<file path="src/sms_defines.svh">
// timing counts, field positions and reset values for the short-message send sequencer
// assumes a 40 MHz clock and one scan tick input per program scan
`ifndef SMS_DEFINES_SVH
`define SMS_DEFINES_SVH
`define SMS_CLK_MHZ        40
`define SMS_RETRY_MAX      3
`define SMS_RETRY_WIN_S    120
`define SMS_RETRY_WIN_CYC  (`SMS_RETRY_WIN_S * `SMS_CLK_MHZ * 64'd1000000)
// gap is a quarter of the window so three gaps plus the attempts fit inside it;
// worked in seconds first so the product stays inside a 32-bit int
`define SMS_RETRY_GAP_CYC  ((`SMS_RETRY_WIN_S / (`SMS_RETRY_MAX + 1)) * `SMS_CLK_MHZ * 1000000)
`define SMS_ST_DONE        0
`define SMS_ST_BUSY        1
`define SMS_ST_WAIT        2
`define SMS_ST_FAIL        3
`define SMS_ST_PERR        4
`define SMS_STATUS_RST     16'h0000
`define SMS_NUM_UNITS      4
`endif

</file>
<file path="src/sms_pkg.sv">
// types used by the sequencer; the arbiter does not use them
package sms_pkg;
  typedef enum logic [2:0] {
    SMS_IDLE  = 3'b000,
    SMS_WAIT  = 3'b001,
    SMS_SEND  = 3'b010,
    SMS_GAP   = 3'b011,
    SMS_DONE  = 3'b100,
    SMS_HOLD  = 3'b101
  } sms_state_e;
endpackage

</file>
<file path="src/sms_fifo_arb.sv">
// first-in first-out arbiter for the shared modem
// assumes each requester raises req once and holds it until released
`timescale 1ns/1ps
`include "sms_defines.svh"
module sms_fifo_arb #(
  parameter int N = `SMS_NUM_UNITS
) (
  input  wire logic         clk,
  input  wire logic         reset,
  input  wire logic [N-1:0] req,
  input  wire logic [N-1:0] release_req,
  output logic      [N-1:0] grant
);
  localparam int IW = (N > 1) ? $clog2(N) : 1;
  logic [IW-1:0] q_ff [N];
  logic [IW:0]   cnt_ff, nxt_cnt;
  logic [IW-1:0] nxt_q [N];
  logic [N-1:0]  queued_ff, nxt_queued;

  // ******************************
  // queue update
  // ******************************
  always_comb
  begin
    logic [IW:0] c;
    c = cnt_ff;
    nxt_queued = queued_ff;
    for (int i = 0; i < N; i++)
      nxt_q[i] = q_ff[i];
    // pop the head when the holder releases
    if (c != '0 && release_req[q_ff[0]])
    begin
      for (int i = 0; i < N - 1; i++)
        nxt_q[i] = q_ff[i + 1];
      nxt_queued[q_ff[0]] = 1'b0;
      c = c - 1'b1;
    end
    // lowest index wins a tie within one cycle
    for (int i = 0; i < N; i++)
      if (req[i] && !queued_ff[i] && !release_req[i])
      begin
        nxt_q[c[IW-1:0]] = IW'(i);
        nxt_queued[i] = 1'b1;
        c = c + 1'b1;
      end
    nxt_cnt = c;
  end

  always_ff @(posedge clk)
  begin
    if (reset)
    begin
      cnt_ff    <= '0;
      queued_ff <= '0;
      for (int i = 0; i < N; i++)
        q_ff[i] <= '0;
    end
    else
    begin
      cnt_ff    <= nxt_cnt;
      queued_ff <= nxt_queued;
      for (int i = 0; i < N; i++)
        q_ff[i] <= nxt_q[i];
    end
  end

  always_comb
  begin
    grant = '0;
    if (cnt_ff != '0)
      grant[q_ff[0]] = 1'b1;
  end
endmodule // sms_fifo_arb

</file>
<file path="src/sms_send_seq.sv">
// send sequencers for several short-message units sharing one modem
// assumes scan_tick pulses once per program scan; modem handshake is on the same clock
`timescale 1ns/1ps
`include "sms_defines.svh"
module sms_send_seq #(
  parameter int N             = `SMS_NUM_UNITS,
  parameter int RETRY_GAP_CYC = `SMS_RETRY_GAP_CYC
) (
  input  wire logic          clk,
  input  wire logic          reset,
  input  wire logic          scan_tick,
  input  wire logic [N-1:0]  bit_in,
  input  wire logic [N-1:0]  dest_is_email,
  input  wire logic [N-1:0]  param_ok,
  input  wire logic          remote_access,
  input  wire logic          modem_ready,
  input  wire logic          send_done,
  input  wire logic          send_ok,
  input  wire logic [15:0]   mobile_centre_number,
  input  wire logic [15:0]   gateway_centre_number,
  output logic               send_start,
  output logic [1:0]         send_unit,
  output logic [15:0]        send_centre,
  output logic [N-1:0]       bit_out,
  output logic [N*16-1:0]    status_word
);
  localparam int CW = $clog2(RETRY_GAP_CYC + 1);
  logic [N-1:0]          grant;
  logic [N-1:0]          req;
  logic [N-1:0]          rel;
  sms_pkg::sms_state_e   st_ff    [N];
  sms_pkg::sms_state_e   nxt_st   [N];
  logic [1:0]            try_ff   [N];
  logic [1:0]            nxt_try  [N];
  logic [CW-1:0]         gap_ff   [N];
  logic [CW-1:0]         nxt_gap  [N];
  logic [4:0]            stat_ff  [N];
  logic [4:0]            nxt_stat [N];
  logic [N-1:0]          dropped_ff, nxt_dropped;
  logic [N-1:0]          out_ff, nxt_out;
  logic                  start_ff, nxt_start;
  logic [1:0]            unit_ff, nxt_unit;
  logic [15:0]           ctr_ff, nxt_ctr;

  sms_fifo_arb #(.N(N)) u_arb (
    .clk         (clk),
    .reset       (reset),
    .req         (req),
    .release_req (rel),
    .grant       (grant)
  );

  // ******************************
  // per-unit sequencing
  // ******************************
  always_comb
  begin
    nxt_start   = 1'b0;
    nxt_unit    = unit_ff;
    nxt_ctr     = ctr_ff;
    nxt_dropped = dropped_ff;
    nxt_out     = out_ff;
    req = '0;
    rel = '0;
    for (int i = 0; i < N; i++)
    begin
      nxt_st[i]   = st_ff[i];
      nxt_try[i]  = try_ff[i];
      nxt_gap[i]  = gap_ff[i];
      nxt_stat[i] = stat_ff[i];
      req[i] = (st_ff[i] == sms_pkg::SMS_WAIT);
      if (st_ff[i] != sms_pkg::SMS_IDLE && !bit_in[i])
        nxt_dropped[i] = 1'b1;
      case (st_ff[i])
        sms_pkg::SMS_IDLE:
          // modem is only armed when remote access is off
          if (bit_in[i] && scan_tick && !remote_access)
          begin
            if (!param_ok[i])
            begin
              nxt_stat[i] = 5'h10;
              nxt_out[i]  = 1'b1;
              nxt_st[i]   = sms_pkg::SMS_DONE;
            end
            else
            begin
              nxt_st[i]   = sms_pkg::SMS_WAIT;
              nxt_stat[i] = 5'h04;
              nxt_try[i]  = 2'h0;
            end
          end
        sms_pkg::SMS_WAIT:
          if (grant[i] && modem_ready && !remote_access && !start_ff)
          begin
            nxt_st[i]   = sms_pkg::SMS_SEND;
            nxt_stat[i] = 5'h02;
            nxt_start   = 1'b1;
            nxt_unit    = 2'(i);
            nxt_ctr     = dest_is_email[i] ? gateway_centre_number : mobile_centre_number;
          end
        sms_pkg::SMS_SEND:
          if (send_done)
          begin
            if (send_ok)
            begin
              nxt_stat[i] = 5'h01;
              nxt_out[i]  = 1'b1;
              nxt_st[i]   = sms_pkg::SMS_DONE;
              rel[i]      = 1'b1;
            end
            else if (try_ff[i] == 2'(`SMS_RETRY_MAX))
            begin
              nxt_stat[i] = 5'h09;
              nxt_out[i]  = 1'b1;
              nxt_st[i]   = sms_pkg::SMS_DONE;
              rel[i]      = 1'b1;
            end
            else
            begin
              nxt_try[i] = try_ff[i] + 2'h1;
              nxt_gap[i] = CW'(RETRY_GAP_CYC);
              nxt_st[i]  = sms_pkg::SMS_GAP;
            end
          end
        sms_pkg::SMS_GAP:
          if (gap_ff[i] != '0)
            nxt_gap[i] = gap_ff[i] - 1'b1;
          else if (!remote_access)
          begin
            nxt_st[i]  = sms_pkg::SMS_SEND;
            nxt_start  = 1'b1;
          end
        sms_pkg::SMS_DONE:
          if (scan_tick)
            nxt_st[i] = sms_pkg::SMS_HOLD;
        sms_pkg::SMS_HOLD:
          // one scan of output after completion, then off unless input still held and never dropped since leaving idle
          if (scan_tick && (!bit_in[i] || dropped_ff[i]))
          begin
            nxt_out[i]     = 1'b0;
            nxt_stat[i]    = 5'h00;
            nxt_dropped[i] = 1'b0;
            nxt_st[i]      = sms_pkg::SMS_IDLE;
          end
        default:
          nxt_st[i] = sms_pkg::SMS_IDLE;
      endcase
    end
  end

  always_ff @(posedge clk)
  begin
    if (reset)
    begin
      start_ff   <= 1'b0;
      unit_ff    <= 2'h0;
      ctr_ff     <= 16'h0000;
      dropped_ff <= '0;
      out_ff     <= '0;
      for (int i = 0; i < N; i++)
      begin
        st_ff[i]   <= sms_pkg::SMS_IDLE;
        try_ff[i]  <= 2'h0;
        gap_ff[i]  <= '0;
        stat_ff[i] <= 5'h00;
      end
    end
    else
    begin
      start_ff   <= nxt_start;
      unit_ff    <= nxt_unit;
      ctr_ff     <= nxt_ctr;
      dropped_ff <= nxt_dropped;
      out_ff     <= nxt_out;
      for (int i = 0; i < N; i++)
      begin
        st_ff[i]   <= nxt_st[i];
        try_ff[i]  <= nxt_try[i];
        gap_ff[i]  <= nxt_gap[i];
        stat_ff[i] <= nxt_stat[i];
      end
    end
  end

  // ******************************
  // outputs
  // ******************************
  assign send_start  = start_ff;
  assign send_unit   = unit_ff;
  assign send_centre = ctr_ff;
  assign bit_out     = out_ff;
  always_comb
  begin
    for (int i = 0; i < N; i++)
      status_word[i*16 +: 16] = {11'h000, stat_ff[i]};
  end

  // ******************************
  // checks
  // ******************************
  chk_one_grant_only: assert property (@(posedge clk) disable iff (reset) $onehot0(grant))
    else $error("more than one unit granted");
  chk_no_start_remote: assert property (@(posedge clk) disable iff (reset)
    $rose(start_ff) |-> !$past(remote_access))
    else $error("send started under remote access");
  chk_out_clears_stat: assert property (@(posedge clk) disable iff (reset)
    $fell(out_ff[0]) |-> stat_ff[0] == 5'h00)
    else $error("status not cleared with output");
  chk_fail_after_three: assert property (@(posedge clk) disable iff (reset)
    $rose(stat_ff[0][`SMS_ST_FAIL]) |-> $past(try_ff[0]) == 2'h3 && out_ff[0])
    else $error("failure reported before third retry");
  chk_done_sets_out: assert property (@(posedge clk) disable iff (reset)
    $rose(stat_ff[0][`SMS_ST_DONE]) |-> out_ff[0])
    else $error("success without output");
  chk_send_continues: assert property (@(posedge clk) disable iff (reset)
    st_ff[0] == sms_pkg::SMS_SEND && !send_done |=> st_ff[0] == sms_pkg::SMS_SEND)
    else $error("send abandoned");
  chk_wait_ignores_in: assert property (@(posedge clk) disable iff (reset)
    st_ff[0] == sms_pkg::SMS_WAIT && !grant[0] |=> st_ff[0] == sms_pkg::SMS_WAIT)
    else $error("waiting unit moved without grant");
  chk_retry_bounded: assert property (@(posedge clk) disable iff (reset)
    st_ff[0] == sms_pkg::SMS_GAP |-> try_ff[0] != 2'h0)
    else $error("retry gap with no retry counted");
  chk_centre_route: assert property (@(posedge clk) disable iff (reset)
    $rose(start_ff) && st_ff[0] == sms_pkg::SMS_SEND && unit_ff == 2'h0 |->
    ctr_ff == ($past(dest_is_email[0]) ? $past(gateway_centre_number) : $past(mobile_centre_number)))
    else $error("wrong centre number");
  cov_success: cover property (@(posedge clk) $rose(stat_ff[0][`SMS_ST_DONE]));
  cov_fail: cover property (@(posedge clk) $rose(stat_ff[0][`SMS_ST_FAIL]));
  cov_two_wait: cover property (@(posedge clk) st_ff[0] == sms_pkg::SMS_SEND && st_ff[1] == sms_pkg::SMS_WAIT);
endmodule // sms_send_seq

</file>
<file path="config.mk">
export PLATFORM = sky130hd
export DESIGN_NAME = sms_send_seq
export DESIGN_NICKNAME = d
export VERILOG_FILES = /design/src/sms_pkg.sv /design/src/sms_fifo_arb.sv /design/src/sms_send_seq.sv
export VERILOG_INCLUDE_DIRS = /design/src
export SDC_FILE = /design/constraint.sdc
export NUM_CORES = 1
export LEC_CHECK = 0
export ABC_AREA = 1
export BUFFER_PORTS_ARGS = -buffer_cell sky130_fd_sc_hd__buf_2
export CAP_MARGIN = 20
export CORE_MARGIN = 4
export CORE_UTILIZATION = 34
export CTS_BUF_LIST = sky130_fd_sc_hd__clkbuf_4
export CTS_CLUSTER_SIZE = 24
export DETAILED_ROUTE_END_ITERATION = 8
export PLACE_DENSITY = 0.61
export SLEW_MARGIN = 30
export SYNTH_ARGS = -nofsm -noshare
export SYNTH_HDL_FRONTEND = slang
export SYNTH_SLANG_ARGS = --single-unit
</file>
<file path="constraint.sdc">
create_clock -name clk -period 10.6 [get_ports clk]
set_clock_uncertainty 0.2 [all_clocks]
set_input_delay 1.59 -clock clk [delete_from_list [all_inputs] [get_ports clk]]
set_output_delay 1.59 -clock clk [all_outputs]
set_load 0.01 [all_outputs]
</file>
* Word-level counts from Yosys, hierarchy flattened
Memories as Yosys holds them, arrays and structs flattened. Index checks and enable logic that the tools add are counted.
Storage, ports and cells: bits in registers 34, bits in writable memories 172, memories kept 5, word-level logic and storage cells 468
Cells by class: eq/ne operators 44, $lt $le $gt $ge 10, reduce and logical (&&, ||, !) cells 85, bitwise operators 35, multiplexer cells 263, add/sub/neg operators 13
Memories:
- gap_ff | depth 4, bits a word 31, read ports 4, clocked after memory_dff 0, write ports 4, RTL line sms_send_seq.sv:35 | logic [CW-1:0] gap_ff [N];
- stat_ff | depth 4, bits a word 5, read ports 4, clocked after memory_dff 0, write ports 4, RTL line sms_send_seq.sv:37 | logic [4:0] stat_ff [N];
- st_ff | depth 4, bits a word 3, read ports 4, clocked after memory_dff 0, write ports 4, RTL line sms_send_seq.sv:31 | sms_pkg::sms_state_e st_ff [N];
- try_ff | depth 4, bits a word 2, read ports 4, clocked after memory_dff 0, write ports 4, RTL line sms_send_seq.sv:33 | logic [1:0] try_ff [N];
- u_arb.q_ff | depth 4, bits a word 2, read ports 4, clocked after memory_dff 0, write ports 4, RTL line sms_fifo_arb.sv:15 | logic [IW-1:0] q_ff [N];
Operator list (count):
- $mux W31 | 20
- $pmux W31 S2 | 4
- $mux W16 | 12
- $mux W5 | 32
- $mux W3 | 49
- $reduce_bool A31 Y1 | 4
- $sub A31 B1 Y31 const B | 4
- $mux W2 | 40
- $pmux W5 S4 | 4
- $mux W1 | 73
- $pmux W3 S6 | 4
- $logic_and A1 B1 Y1 | 42
- $mux W8 | 4
- $ne A2 B2 Y1 const B | 16
- $reduce_bool A3 Y1 | 9
- $eq A3 B2 Y1 const B | 8
- $eq A3 B3 Y1 const B | 8
- $reduce_and A6 Y1 | 4
- $or A1 B1 Y1 | 20
- $demux W2 S2 | 4
- $pmux W2 S2 | 4
- $logic_not A1 Y1 | 14
- $add A3 B1 Y3 const B | 4
- $and A4 B4 Y4 | 3
- other kinds (24) | 64

* Depth between registers and ports, before layout
Gate-level depths: netlist of run 1. An unclocked memory read counts as a cell.
depth in word-level cells 25, gate-level depth with buffers 27, depth with buffers taken out 27

* By module
A second synthesis of run 1 with hierarchy kept.
Second synthesis, totals: cell total of the unflattened synthesis 2430, area total of the unflattened synthesis 14561.5 µm²
By module, submodules not included:
- sms_send_seq | cells each 2238, area each 13208.9 µm², times used 1
- sms_fifo_arb | cells each 192, area each 1352.5 µm², times used 1

* Worst setup path after synthesis of run 1
Ideal clock, no wire load.
path type input port to flip-flop, from input send_ok, to register u_arb.cnt_ff[2], slack 5.788 ns, arrival 4.488 ns, cell stages on the path 25, data required time 10.277 ns, cells stage by stage nor2_1 nor2_2 nand2_2 nand2_2 nand2_4 nor2_8 nand2_4 nand2_1 o21ai_2 ha_1 nand2_1 nand2_1 ha_1 or2_2 nand2_1 inv_1 ha_1 nand2_1 nand2_1 ha_1 nand2_1 xor2_1 inv_1 o21ai_1 a21oi_1
On the way: cells in the longest elaborated chain, start to end 15
RTL lines:
- from (decl) | RTL line sms_send_seq.sv:18 | input wire logic send_ok,
- $mux W1 | RTL line sms_send_seq.sv:104 | if (send_ok)
- $mux W1 | RTL line sms_send_seq.sv:102 | if (send_done)
- $mux W1 | RTL line sms_send_seq.sv:74 | case (st_ff[i])
- $bmux W1 S2 | RTL line sms_fifo_arb.sv:31 | if (c != '0 && release_req[q_ff[0]])
- $mux W1 (not written as such) | RTL line sms_fifo_arb.sv:31
- $logic_and A1 B1 Y1 | RTL line sms_fifo_arb.sv:31
- $mux W3 | RTL line sms_fifo_arb.sv:31
- $add A3 B1 Y3 | RTL line sms_fifo_arb.sv:44 | c = c + 1'b1;
- $mux W3 | RTL line sms_fifo_arb.sv:40 | if (req[i] && !queued_ff[i] && !release_req[i])
- $add A3 B1 Y3 | RTL line sms_fifo_arb.sv:44
- $mux W3 | RTL line sms_fifo_arb.sv:40
- $add A3 B1 Y3 | RTL line sms_fifo_arb.sv:44
- $mux W3 | RTL line sms_fifo_arb.sv:40
- $add A3 B1 Y3 | RTL line sms_fifo_arb.sv:44
- $mux W3 (*) | RTL line sms_fifo_arb.sv:40
- to (signal assigned) | RTL line sms_fifo_arb.sv:60 | cnt_ff <= nxt_cnt;
- to (decl) | RTL line sms_fifo_arb.sv:16 | logic [IW:0] cnt_ff, nxt_cnt;
Every way passes the cells marked *; elsewhere a longest branch is shown, timed or not. The select of a mux whose other input is x is not followed. A chain may end at the register's enable or synchronous reset.

* Worst setup path after layout of run 1
from input send_done, to register u_arb.cnt_ff[2]
On the way: cells in the longest elaborated chain, start to end 14
RTL lines:
- from (decl) | RTL line sms_send_seq.sv:17 | input wire logic send_done,
- $mux W1 | RTL line sms_send_seq.sv:102
- $mux W1 | RTL line sms_send_seq.sv:74
- $bmux W1 S2 | RTL line sms_fifo_arb.sv:31
- $mux W1 (not written as such) | RTL line sms_fifo_arb.sv:31
- $logic_and A1 B1 Y1 | RTL line sms_fifo_arb.sv:31
- $mux W3 | RTL line sms_fifo_arb.sv:31
- $add A3 B1 Y3 | RTL line sms_fifo_arb.sv:44
- $mux W3 | RTL line sms_fifo_arb.sv:40
- $add A3 B1 Y3 | RTL line sms_fifo_arb.sv:44
- $mux W3 | RTL line sms_fifo_arb.sv:40
- $add A3 B1 Y3 | RTL line sms_fifo_arb.sv:44
- $mux W3 | RTL line sms_fifo_arb.sv:40
- $add A3 B1 Y3 | RTL line sms_fifo_arb.sv:44
- $mux W3 (*) | RTL line sms_fifo_arb.sv:40
Marks and branches as above.

==> results of run 1 <==
## layer usage
| metal | part of all wire | vias up |
|---|---|---|
| li1 | - | 6649 |
| met1 | 0.46 | 5826 |
| met2 | 0.47 | 330 |
| met3 | 0.050 | 59 |
| met4 | 0.027 | 0 |
| met5 | 0 | - |
## state kept, by name, indices dropped and copies added, names as in the netlist
| register | count |
|---|---|
| st_ff | 12 |
| try_ff | 8 |
| u_arb.cnt_ff | 3 |
| stat_ff | 20 |
| bit_out | 4 |
| dropped_ff | 4 |
| send_start | 1 |
| send_centre | 16 |
| u_arb.queued_ff | 4 |
| send_unit | 2 |
| gap_ff | 124 |
| u_arb.q_ff | 8 |
## worst paths after layout
kind | startpoint | to | slack, ns | cells after the start
worst min-delay path | stat_ff[1][1] | stat_ff[1][1] | 0.26 | 2
worst min register to register | stat_ff[1][1] | stat_ff[1][1] | 0.26 | 2
worst max-delay path | send_done | u_arb.cnt_ff[2] | 5.93 | 26
worst max register to register | st_ff[2][2] | u_arb.cnt_ff[2] | 6.43 | 24
## layout make-up
| cell class | count | area (um2) |
|---|---|---|
| Inverter | 215 | 810 |
| Clock inverter | 13 | 56.3 |
| Sequential cell | 206 | 4120 |
| Clock buffer | 78 | 586 |
| Multi-Input combinational cell | 1491 | 7410 |
| Fill cell | 3995 | 22700 |
| Tap cell | 468 | 586 |
| Timing Repair Buffer | 97 | 498 |
| Antenna cell | 2 | 5.00 |
## synthesized netlist by cell type (7+ instances only)
| cell type | instances | area share |
|---|---|---|
| a211oi_1 | 12 | 0.0071 |
| a21oi_1 | 183 | 0.072 |
| a31oi_1 | 22 | 0.011 |
| buf_2 | 10 | 0.0039 |
| buf_4 | 47 | 0.028 |
| clkbuf_1 | 38 | 0.011 |
| dfxtp_1 | 206 | 0.32 |
| ha_1 | 26 | 0.026 |
| inv_1 | 196 | 0.058 |
| inv_2 | 17 | 0.0050 |
| nand2_1 | 360 | 0.11 |
| nand2_2 | 14 | 0.0069 |
| nand2_4 | 7 | 0.0062 |
| nand3_1 | 81 | 0.032 |
| nand4_1 | 29 | 0.014 |
| nor2_1 | 321 | 0.094 |
| nor2_2 | 10 | 0.0049 |
| nor2_4 | 7 | 0.0062 |
| nor3_1 | 38 | 0.015 |
| nor4_1 | 15 | 0.0074 |
| o211ai_1 | 9 | 0.0053 |
| o21a_1 | 11 | 0.0065 |
| o21ai_0 | 187 | 0.073 |
| o22ai_1 | 18 | 0.0088 |
| xnor2_1 | 21 | 0.014 |
| xor2_1 | 24 | 0.016 |
## power breakdown
part	switching (uW)	internal (uW)
clock network	336	335
registers	193	980
logic	1700	936
## metrics by stage
stage,hold WS [ns],instances,area (um2),util
after floorplan,0.235,2010,12900,-
after global placement,0.249,2477,13400,0.365
after detailed placement,0.253,2477,13400,0.365
after CTS,0.261,2568,14100,0.382
after global routing,0.289,2570,14100,0.383
final,0.257,2570,14100,0.383
## worst max-delay path, stage by stage
cell,delay (ns)
buf_2,0.19
inv_2,0.11
nor2_2,0.15
nand2_2,0.08
nand2_2,0.08
nand2_4,0.06
nor2_8,0.10
nand2_4,0.13
nand2_4,0.11
nand2_4,0.07
ha_1,0.29
nand2_1,0.09
nand2_1,0.09
ha_1,0.27
or2_2,0.30
nand2_1,0.11
inv_1,0.07
ha_1,0.27
nand2_1,0.08
nand2_1,0.09
ha_1,0.18
nand2_1,0.12
xor2_1,0.15
inv_1,0.07
o21ai_1,0.11
a21oi_1,0.05
## logic make-up after synthesis
logic type	share of synthesized area
other cells	0.000294
flops	0.323
buf+inv	0.109
compound gates	0.197
xor+xnor	0.0309
fa+ha+maj	0.0255
simple gates	0.314
==> impl_results.md, run 1 <==
* Met1 track demand over resource at 0.216
* Die Area at 40700 um2
* Final worst path period share at 0.441
* Worst setup margin at 5.93 ns
* Yosys warns at 0
* Req. time, crit path at 10.95 ns
* Met3 Track Usage GR at 0.0298
* Fmax at 214 MHz
* CTS resizes at 0
* Post-synth top flop: dfxtp_1
* Most Crowded Layer GR: met2
* Syn-to-layout area delta at 10.4%
* Pin count of the biggest net entering global routing at 53
* Pre-CTS setup slack at 5.26 ns
* Clk_lat worst skew at 0.73 ns
* Share of layout cells above drive strength 1 at 0.120
* # setup viols final at 0
* Setup Buffers After CTS at 0
* Starting Density at 0.347
* Number of DRC markers in iteration 0 at 700
* Vias in the first global route at 11900
* TritonCTS clock tree: done
* Minimum clock period at 4.67 ns
* Initial antenna violation count at 2
* Most common cell after layout, fill and taps aside: nand2_1
* Status: finished clean
* Grt total ovfl at 0
* Worst-path clk slew at 0.06 ns
* Syn_area_per_cell at 6.48 um2
* Netlist cell types at 54
* Sequential fraction of the synthesis area at 0.323
* Leakage at 0.00667 uW
* Core area at 36800 um2
* First-pass GRT wire length at 58.1 mm
* GPL Wtd Cong at 0.873
* Crit path DAT at 5.02 ns
* Slew of the pin with the lowest slew margin at 0.728 ns
* Pwr Total at 4480 uW
* GR Layer Usage met2 at 0.280
* Post-synth design cell area at 12800 um2
* Startpoint types: input port
* Die X at 202 um
* Detailed placement HPWL at 25.7 mm
* Slew Viols, Final at 0
* EDFF count, synth at 0
* Vias per cell at 5.01
* DRT antenna net count at 0
* CTS sink cnt at 206
* GRT Util Overall at 0.167
* Io pins at 138
* Relative slew slack at 0.514
* DRC at 0
* Die H at 202 um
* Cts bufs inserted at 57
* Routed wire per std cell at 13.8 um
* Row count at 70
* Endpoints failing hold at 0
* Crit. End Element: flip-flop
* Routed wire length at 35.5 mm
* CTS root buffer: clkbuf_4
* Post-synthesis cell count at 1967
* Most frequent cells in the layout: 360 x nand2_1, 321 x nor2_1, 206 x dfxtp_1, 195 x inv_1, 187 x o21ai_0
* Crit Path Class: input port to flip-flop
* Nets@finish at 2145
* Power Dens Cells at 318 nW/um2
* Max-cap violations at 0
* Total negative slack at 0 ns
* Post-CTS Hold Buffers at 0
* Routed vias at 12900
* Worst-case clock buffer depth at 3
* Yosys reg bits at 206
* Unrepaired setup endpoints after global routing: no
* Peak VDD IR at 140 uV
* I/O Buffers at 93
* Htree depth at 2
* Worst-path fanout max at 14
* Async S/R FF share, synth at 0
* Hold Path Class: flip-flop to flip-flop
* Drt first pass iters at 5
No activity file was read; power rests on OpenSTA's default activity.
==> run 2, diff against run 1 <==
==> constraint.sdc (replaced) <==
create_clock -name clk -period 4.6 [get_ports clk]
set_clock_uncertainty 0.2 [all_clocks]
set_input_delay 0.69 -clock clk [delete_from_list [all_inputs] [get_ports clk]]
set_output_delay 0.69 -clock clk [all_outputs]
set_load 0.01 [all_outputs]
==> run 2 against run 1 <==
  * Global-route usage grew 0.16 points
  * First-iteration DRC count is 1.1% higher
  * Hold slack got worse by 0.13 ns
  * Count of clock-buffer cells in the layout increased by 13
  * Register-to-register slack got worse by 5.9 ns
  * Non-clock buffer count grew 6
  * Wire length shrank 0.27%
  * Via count is 1.1% higher
  * Sequential share of layout area is 0.31 points lower
  * Worst setup slack lost 5.4 ns
==> impl_results.md, run 2 (synthesis results as in run 1) <==
* CTS root buffer: clkbuf_4
* I/O Buffers at 93
* Initial antenna violation count at 2
* Crit. End Element: flip-flop
* Max reg flops at 124
* Flop pwr share at 0.258
* Post-CTS Hold Buffers at 0
* Vias in the first global route at 12100
* Endpoints failing hold at 0
* Number of DRC markers in iteration 0 at 708
* Worst-path fanout max at 8
* Leakage at 0.00677 uW
* Hold EP: stat_ff[1][2]
* Slowest stage delay, CP at 0.36 ns
* Starting Density at 0.347
* Final worst path period share at 0.895
* Crit path DAT at 4.49 ns
* Pin count of the biggest net entering global routing at 74
* Die H at 202 um
* Combinational power share at 0.580
* Setup Buffers After CTS at 0
* Met1 track demand over resource at 0.219
* Critical path buffer and inverter count at 4
* Cts bufs inserted at 57
* Crit Path Class: flip-flop to flip-flop
* Die Area at 40700 um2
* Largest Register: gap_ff
* Detailed placement HPWL at 25.8 mm
* R2R Setup Slk at 0.48 ns
* Syn-to-layout area delta at 11.5%
* Routed wire length at 35.4 mm
* Htree depth at 2
* Hold Slack at 0.127 ns
* Slew of the pin with the lowest slew margin at 0.875 ns
* GRT Util Overall at 0.168
* Startpoint types: flip-flop
* Worst-case clock buffer depth at 3
* Req. time, crit path at 4.97 ns
* Relative slew slack at 0.413
* Most common cell on crit path: nand2_1
* Met3 Track Usage GR at 0.0280
* DRC at 0
* Power Dens Cells at 735 nW/um2
* Minimum clock period at 4.12 ns
* CTS resizes at 0
* Total negative slack at 0 ns
* Slowest cell on crit path: dfxtp_1
* Grt total ovfl at 0
* Fmax at 243 MHz
* Vias per cell at 5.02
* Hold Path Class: input port to flip-flop
* Worst-path clk slew at 0.06 ns
* Hold path startpoint: param_ok[1]
* Routed wire per std cell at 13.7 um
* Drt first pass iters at 7
* Worst R2R End: u_arb.cnt_ff[2]
* Clk_lat worst skew at 0.70 ns
* Share of layout cells above drive strength 1 at 0.130
* Die X at 202 um
* Most Crowded Layer GR: met2
* First-pass GRT wire length at 58.8 mm
* Pint at 5320 uW
* CTS sink cnt at 206
* Clock power frac at 0.162
* Hold Crit Depth at 3
* Status: finished clean
* Io pins at 138
* R2r worst-path depth at 26
* GR Layer Usage met2 at 0.278
* Dpl cells at 2483
* GPL Wtd Cong at 0.864
* Unrepaired setup endpoints after global routing: no
* Most common cell after layout, fill and taps aside: nand2_1
* Final core occ at 0.387
* Nets@finish at 2151
* Crit path max-delay family: simple AND/OR/NAND/NOR gates
* Routed vias at 13000
* Core area at 36800 um2
* Layout Cells excl Fill at 2590
* DRT antenna net count at 0
* Fillcell total at 3955
* Switching share of power at 0.491
* Worst R2R Start: st_ff[1][0]
* Slew Viols, Final at 0
* TritonCTS clock tree: done
* Peak VDD IR at 275 uV
* Most frequent cells in the layout: 360 x nand2_1, 321 x nor2_1, 206 x dfxtp_1, 195 x inv_1, 187 x o21ai_0
* Net Switching at 5140 uW
* Row count at 70
* Max-cap violations at 0
* # setup viols final at 0
[run 2: metal layers]
metal,part of all wire,vias to the layer above,wire [um]
li1,-,6664,-
met1,0.45,5934,15900
met2,0.46,317,16400
met3,0.052,86,1830
met4,0.034,0,1220
met5,0,-,0
[run 2: power groups by stage]
stage,Clock (uW),Combinational (uW),Sequential (uW)
2_1_floorplan,0,4790,2630
3_3_place_gp,0,5990,2720
3_5_place_dp,0,6010,2720
4_1_cts,1770,6050,2690
5_1_grt,1870,6940,2770
6_report,1700,6060,2700
[run 2: worst max path at each step]
stage | start | end | slack, ns | cells past startpoint
CTS | st_ff[1][0] | u_arb.cnt_ff[2] | 0.52 | 25
finish | st_ff[1][0] | u_arb.cnt_ff[2] | 0.48 | 26
global route | st_ff[1][0] | u_arb.cnt_ff[2] | 0.10 | 25
global placement | send_ok | u_arb.cnt_ff[2] | 0.30 | 26
floorplan | send_ok | u_arb.cnt_ff[2] | 0.69 | 25
detailed placement | send_ok | u_arb.cnt_ff[2] | 0.23 | 25
[run 2: layout make-up]
cell class	count	area, um2	area share
inverter	215	810	0.0569
multi-input combinational	1491	7410	0.521
timing repair buffer	103	543	0.0382
clock inverter	14	62.6	0.00440
sequential	206	4120	0.290
antenna	2	5.00	0.000352
tap	468	586	0.0412
clock buffer	91	683	0.0480
[run 2: per-stage QoR]
step                setup WS, ns  power [uW]  instance area (um2)
finish                     0.484       10500                14200
floorplan                  0.688        7430                12900
global placement           0.302        8700                13500
detailed placement         0.228        8730                13500
global route               0.102       11600                14200
CTS                        0.524       10500                14200
[run 2: worst register-to-register path: stages, from the launching register on]
cell,delay (ns)
dfxtp_1,0.36
inv_2,0.08
nand2_1,0.11
nor2_2,0.23
nand2_1,0.11
nand2_1,0.07
nand2_1,0.07
inv_2,0.09
nand2_4,0.10
nand2_4,0.10
nand2_4,0.07
ha_1,0.29
nand2_1,0.08
nand2_1,0.10
ha_1,0.27
or2_2,0.30
nand2_1,0.13
inv_1,0.08
ha_1,0.27
nand2_1,0.09
nand2_1,0.10
ha_1,0.19
nand2_1,0.12
xor2_1,0.15
inv_1,0.07
o21ai_1,0.11
a21oi_1,0.05
